==> config.mk <==
export PLATFORM = sky130hd
export DESIGN_NAME = vio_port_subsystem
export DESIGN_NICKNAME = d
export VERILOG_FILES = /design/src/vio_pkg.sv /design/src/vio_port_subsystem.sv
export VERILOG_INCLUDE_DIRS = /design/src /design/src/src
export SDC_FILE = /design/constraint.sdc
export NUM_CORES = 1
export LEC_CHECK = 0
export BUFFER_PORTS_ARGS = -buffer_cell sky130_fd_sc_hd__clkbuf_2
export CAP_MARGIN = 0
export CORE_MARGIN = 8
export CORE_UTILIZATION = 57
export DETAILED_ROUTE_END_ITERATION = 6
export PLACE_DENSITY_LB_ADDON = 0.2
export RECOVER_POWER = 25
export REMOVE_ABC_BUFFERS = 1
export SYNTH_ARGS = -nofsm -noshare
export SYNTH_HDL_FRONTEND = slang
export SYNTH_SLANG_ARGS = --single-unit
export TNS_END_PERCENT = 30
==> constraint.sdc <==
create_clock -name mclk -period 2.06 [get_ports mclk]
set_input_delay 0.206 -clock mclk [delete_from_list [all_inputs] [get_ports mclk]]
set_output_delay 0.206 -clock mclk [all_outputs]
set_load 0.01 [all_outputs]
==> src/vio_consts.svh <==
// constants of the vectored i/o port subsystem
// What this block does
// - eight byte-wide input ports and eight output ports share one buffered bus.
// - all port requests feed an eight-level encoder driving one positive interrupt.
// - the encoder gives a three-bit code of the winning port for the restart opcode.
// - on interrupt acknowledge the restart opcode with that code goes onto the bus.
// - the restart opcode reaches the processor only while the bus-input strobe is high.
// - the port address goes through a one-of-eight decoder with active-low selects.
// - the addressed input port drives the bus only while the bus-input strobe is high.
// - the bus driver goes processor-to-buffered with strobe low, reversed with it high.
// - an output port latches the bus byte when selected during an output cycle.
// - the decode covers eight ports only; a port address of 8 or more selects no port.
// - a port's request flip-flop clears on the strobe's falling edge only.
// - selecting a port in an input cycle with the bus-input strobe high sets its request flip-flop, withdrawing its request.
// - port request is active low: flip-flop cleared and port not selected in an input cycle.
`ifndef VIO_CONSTS_SVH
`define VIO_CONSTS_SVH
`define VIO_RST_BYTE    8'h00
`define VIO_RST_SR      1'b1
`define VIO_RST_OPCODE  8'hc7
`define VIO_CODE_LSB    3
`endif

==> src/vio_pkg.sv <==
// types of the vectored i/o port subsystem
package vio_pkg;
    typedef struct packed {
        logic [7:0][7:0] in_latch;
        logic [7:0][7:0] out_latch;
        logic [7:0]      service_request_ff;
        logic [7:0]      strobe_prev;
        logic [2:0]      code;
        logic            irq;
        logic [7:0]      bus_to_cpu;
        logic            bus_to_cpu_oe;
        logic [7:0]      bus_to_dev;
        logic            bus_to_dev_oe;
        logic [7:0]      req_n;
    } vio_state_t;
endpackage

==> src/vio_port_subsystem.sv <==
// interrupting i/o section: input ports, output ports, priority encoder, bus driver
`include "vio_consts.svh"
module vio_port_subsystem #(
    parameter int ADDR_W = 3
) (
    input  wire logic               mclk,
    input  wire logic               srst,
    input  wire logic [7:0]         port_strobe,
    input  wire logic [7:0][7:0]    port_data_in,
    output logic      [7:0][7:0]    port_data_out,
    output logic      [7:0]         port_req_n,
    output logic                    irq,
    output logic      [2:0]         irq_code,
    input  wire logic               int_ack,
    input  wire logic               bus_input_strobe,
    input  wire logic               input_cycle_flag,
    input  wire logic               output_cycle_flag,
    input  wire logic [ADDR_W-1:0]  port_addr,
    input  wire logic [7:0]         cpu_data_in,
    output logic      [7:0]         cpu_data_out,
    output logic                    cpu_data_oe,
    input  wire logic [7:0]         buf_data_in,
    output logic      [7:0]         buf_data_out,
    output logic                    buf_data_oe
);
    // =====================================================
    // helpers
    // one-of-eight decode with active-low outputs; wider addressing is decoded outside
    function automatic logic [7:0] sel_n_of(input logic [ADDR_W-1:0] a);
        logic [7:0] r;
        r = 8'hff;
        // compare at int width: an 8 cast down to a 3-bit address would wrap to 0
        if (int'(a) < 8) begin
            r[a[2:0]] = 1'b0;
        end
        return r;
    endfunction

    // =====================================================
    // pin synchronisers
    logic [7:0] strobe_s1;
    logic [7:0] strobe_s2;
    always_ff @(posedge mclk) begin
        strobe_s1 <= port_strobe;
        strobe_s2 <= strobe_s1;
    end

    // =====================================================
    // state
    vio_pkg::vio_state_t st;
    vio_pkg::vio_state_t next_st;
    logic [7:0] sel_n;
    logic [7:0] req;
    logic [2:0] win;
    logic       any_req;
    logic       rd_io;
    logic       ack_cycle;

    always_comb begin
        next_st   = st;
        sel_n     = sel_n_of(port_addr);
        rd_io     = input_cycle_flag & ~int_ack;
        ack_cycle = int_ack;
        next_st.strobe_prev = strobe_s2;
        for (int i = 0; i < 8; i++) begin
            // latch follows strobe while high; byte held after it drops
            if (strobe_s2[i]) begin
                next_st.in_latch[i] = port_data_in[i];
            end
            // a select during an input cycle reads the port and withdraws its request
            if (!sel_n[i] && rd_io && bus_input_strobe) begin
                next_st.service_request_ff[i] = 1'b1;
            end else if (st.strobe_prev[i] && !strobe_s2[i]) begin
                next_st.service_request_ff[i] = 1'b0;
            end
            if (!sel_n[i] && output_cycle_flag) begin
                next_st.out_latch[i] = buf_data_in;
            end
        end
        for (int i = 0; i < 8; i++) begin
            req[i] = ~next_st.service_request_ff[i] & ~(!sel_n[i] && rd_io);
        end
        next_st.req_n = ~req;
        any_req = |req;
        win = 3'h0;
        for (int i = 7; i >= 0; i--) begin
            if (req[i]) begin
                win = 3'(i);
            end
        end
        // code frozen during acknowledge so the opcode cannot change mid-fetch
        if (!ack_cycle) begin
            next_st.code = win;
        end
        next_st.irq = any_req;
        // bus direction follows the bus-input strobe
        next_st.bus_to_cpu_oe = bus_input_strobe;
        next_st.bus_to_dev_oe = ~bus_input_strobe;
        next_st.bus_to_dev    = cpu_data_in;
        next_st.bus_to_cpu    = 8'h00;
        if (bus_input_strobe) begin
            if (ack_cycle) begin
                next_st.bus_to_cpu = `VIO_RST_OPCODE
                    | {2'h0, next_st.code, 3'h0};
            end else if (rd_io) begin
                for (int i = 0; i < 8; i++) begin
                    if (!sel_n[i]) begin
                        next_st.bus_to_cpu = st.in_latch[i];
                    end
                end
            end
        end
        if (srst) begin
            for (int i = 0; i < 8; i++) begin
                next_st.in_latch[i]  = `VIO_RST_BYTE;
                next_st.out_latch[i] = `VIO_RST_BYTE;
            end
            next_st.service_request_ff = {8{`VIO_RST_SR}};
            next_st.strobe_prev   = 8'h00;
            next_st.code          = 3'h0;
            next_st.irq           = 1'b0;
            next_st.req_n         = 8'hff;
            next_st.bus_to_cpu    = 8'h00;
            next_st.bus_to_cpu_oe = 1'b0;
            next_st.bus_to_dev    = 8'h00;
            next_st.bus_to_dev_oe = 1'b0;
        end
    end

    always_ff @(posedge mclk) begin
        st <= next_st;
    end

    // =====================================================
    // outputs straight from the state register
    assign port_data_out = st.out_latch;
    assign port_req_n    = st.req_n;
    assign irq           = st.irq;
    assign irq_code      = st.code;
    assign cpu_data_out  = st.bus_to_cpu;
    assign cpu_data_oe   = st.bus_to_cpu_oe;
    assign buf_data_out  = st.bus_to_dev;
    assign buf_data_oe   = st.bus_to_dev_oe;
endmodule

==> results by stage <==
Outcome:
- The run finished with clean final reports.

Cells and area:
- The top cell types in the final layout, fill and taps aside, are dfxtp_1, clkbuf_2, nand2_1, nor2_1, a21oi_1.
- The count of nets after finishing is 1062.
- The repair_antennas step left the layout with diodes totalling 0.
- The library cell used most frequently in the layout, excluding fill and tap cells, is dfxtp_1.
- Summing all multi-input logic gate instances after layout gives 0.00311 mm2.
- The filler cell count in the final layout is 1204.
- Summing all flip-flop and latch instances after layout gives between 0.003 and 0.004 mm2.
- Measured on the finished design, the core utilization comes to 66.2%.
- Cells with a size suffix above 1 make up between 20% and 30% of the layout.
- The area growth from synthesis to layout is 15.1%.

Synthesis:
- The fraction of registers with async set/reset is 0%.
- In the synthesized netlist the dominant register cell turns out to be dfxtp_1.
- Synthesis inferred 190 register bits.
- Yosys attributes the largest share of cell area to dfxtp_1, buf_4, mux2i_1.
- Yosys mapped a number of flops with a built-in enable equal to 0.
- The count of unique library cells instantiated by Yosys is 55.
- During synthesis, Yosys emitted a total of 0 warnings.
- The total standard cell area after synthesis is 0.00786 mm2.
- The top cell type by area accounts for 48.4% of the synthesized area.
- Synthesis produced a netlist whose cell count is 855.
- The average instance in the mapped netlist occupies 9.19 um2.
- Of all cell types, the one taking the most synthesized area is dfxtp_1.
- The proportion of synthesized chip area in sequential cells is 48.4%.

CTS:
- TritonCTS built the clock tree.
- Buffers inserted during clock tree synthesis total 17.
- The buffer cell driving the clock tree root is clkbuf_16.
- In this run the number of H-tree levels came out at 4.
- The maximum buffer depth of the clock tree is 2.
- In this run, post-CTS repair resized a total of 0 instances.
- Clock-pin slew was measured on the worst setup and hold paths at 0.07 ns.
- The clock reaches the later pin of the worst-skew pair after about 0.43 ns.
- The total clock sinks is 190.

Global routing:
- The initial antenna violation count came to 0.
- The via count of the first global-routing pass is roughly 6000.
- The total global routing track utilization is a little over a fifth.
- The pin count of the biggest net entering global routing is roughly 110.
- The leftover overflow at the end of global routing is 0.
- The first global-routing pass estimated 31.3 mm of wire.

Detailed routing:
- After detailed routing, the number of vias per cell comes to ~5.2.
- The count of unresolved DRC violations after routing is 0.
- The routed layout has 6078 vias.
- The final routed wirelength across all metal layers is 19.6 mm.
- After the first detailed-routing iteration, the DRC count stood at 500.
- Once detail routing completed, the nets flagged for antenna violations numbered 0.
- For this run, the detailed router's first-pass iteration total came to 5.
- The detail-routed net length per standard cell is 16.9 um.

Floorplan:
- The number of top-level design ports is 191.
- From left edge to right edge, the die measures 133 um.
- The overall die area is 0.0178 mm2.
- The die is 133 um tall.
- The floorplan has 43 rows.
- The area of the core is ~0.014 mm2.
- Once the floorplan was initialized, standard cells occupied 57.5% of the core.

STA:
- Setup repair after global routing left no endpoint under its margin.
- For the final database, setup skew stands at a little over 0.008 ns.
- Of the available clock period, the critical path in the final layout requires 73.8%.
- Summed over all failing endpoints, the final setup total negative slack is 0 ns.
- The max-slew headroom at the worst pin is about a fifth.
- Based on the critical path, the design can be clocked at up to roughly 660 MHz.
- The count of final setup violators is 0.
- The max-slew violation count was 0.
- The actual slew at the worst max-slew pin is 1.19 ns.
- The final number of hold-violating endpoints is 0.
- The time the final worst path needs with I/O delays and setup is approximately 1.5 ns.

Setup path:
- The buffers plus inverters on the worst setup path is 0.
- Of all nets on the critical path, the largest fanout is 5.
- The required time of the critical path is 2.40 ns.
- STA classifies the critical path startpoint as a flip-flop.
- The critical path data arrival time is 1.86 ns.
- The slowest cell on the critical path is a211oi_1.
- On the critical path the largest part of the delay comes from compound AO/OA/AOI/OAI gates.
- The critical path goes through nor2b_2 > nor2b_1 > a211oi_1 > o211ai_1 > a221oi_2.
- The worst setup path is captured at a flip-flop.
- The largest single stage delay on the critical path is 0.33 ns.
- The critical path is of the flip-flop to flip-flop type.

Power and ir drop:
- Across the VDD grid, the largest voltage drop is 0.000548 V.
- The sequential cell fraction of total power is 48.6%.
- In this run, the clock network consumes 41.1% of the power.
- The combinational cell fraction of total power is 10.3%.
- The net switching power is 0.00195 W.
- Summed over all cells, the static leakage comes to 3.96 nW.
- Power spread over the standard cell area amounts to between 800 and 900 mW/mm2.
- The switching part of the total power is around a quarter.
- The internal power of the cells totals 0.00616 W.

Placement:
- The count of buffers added on input and output ports is 190.
- The congestion estimate from routability-driven global placement came to 0.852.
- Detailed placement finished with a half-perimeter wire length of around 14 mm.

Flow run:
- The total of max-cap violations is 0.

Min path:
- The path class of the lowest-slack min-delay path is input pin to flip-flop.
==> repair_timing <==
action	4_1_cts	5_1_grt
hold buffers	20	0
endpoints found under the hold margin	20	0
buffers inserted	0	0
==> synthesized netlist by cell type (2+ instances only) <==
cell type and instances:
dfxtp_1 190, o22ai_1 13, a22oi_1 2, and2b_1 2, buf_4 99, nor2_2 3, nand3_1 4, o21a_1 2
mux2i_1 65, a21boi_0 2, and2_1 5, mux4_2 7, o211ai_1 7, inv_2 3, nor2b_1 21, a32oi_1 3
buf_2 10, a2bb2oi_2 2, nand2_1 149, a211oi_1 6, a21oi_1 78, clkbuf_1 27, nor2_1 87, buf_6 3
o31ai_1 3, mux2_2 7, nor2_4 3, nand2b_1 16, nor3_4 2, o21ai_0 9
==> layer usage <==
layer  GRT usage [%]  share of wire, %  up-vias
li1                -                 -     2999
met1            27.0                43     2845
met2            35.9                49      206
met3            6.10               6.4       28
met4            8.23               1.7        0
met5               0                 0        -
==> layout make-up <==
cell class | count | share of cell area [%]
clock buffer | 18 | 4.85
clock inverter | 14 | 1.84
inverter | 4 | 0.166
multi-input combinational | 521 | 34.3
sequential | 190 | 42.0
tap | 180 | 2.49
timing repair buffer | 231 | 14.3
==> final timing paths <==
check / cells past startpoint / from / slack, ns / to
hold reg to reg: 0 / strobe_s1[6] / 0.33 / strobe_s2[6]
setup / recovery: 5 / st[33] / 0.54 / flip-flop
setup reg to reg: 5 / st[33] / 0.54 / flip-flop
hold / removal: 3 / port_data_in[35] / 0.01 / st[145]
==> worst min-delay path, cell delays in order <==
cell and delay (ns):
clkbuf_2 0.07, mux2i_1 0.05, nor2_1 0.07
==> power by group through the flow <==
stage               sequential [W]  combinational, W  clock, W
global placement           0.00402          0.000804         0
global route               0.00395          0.000917   0.00356
floorplan                  0.00404          0.000369         0
CTS                        0.00394          0.000845   0.00338
finish                     0.00394          0.000838   0.00334
detailed placement         0.00402          0.000811         0
==> stage by stage <==
stage	power [W]	std cells	cell area (um2)	hold WS [ns]	worst slack [ns]
6_report	0.00812	1158	9050	0.0109	0.539
5_1_grt	0.00843	1158	9050	0.0133	0.504
4_1_cts	0.00817	1158	9080	0.00104	0.564
3_5_place_dp	0.00483	1106	8280	0.310	0.360
3_3_place_gp	0.00482	1106	8280	0.309	0.362
2_1_floorplan	0.00441	715	6930	0.234	0.583
==> state kept, by name (all words and copies together) (netlist names), named ones only <==
name	flops
buf_data_oe	1
cpu_data_out	8
st	80
port_req_n	8
strobe_s1	8
port_data_out	64
buf_data_out	8
cpu_data_oe	1
strobe_s2	8
irq	1
==> logic make-up (layout without fill, tap and decap cells) <==
group                  count (synthesis)  after routing  synth area share [%]
buffers and inverters                144            267                  12.0
AOI/OAI and AO/OA                    137            137                  10.6
DFF                                  190            190                  48.4
and+or+nand+nor                      305            305                  17.7
muxes                                 79             79                  11.3
(Power assumes the default switching activity.)
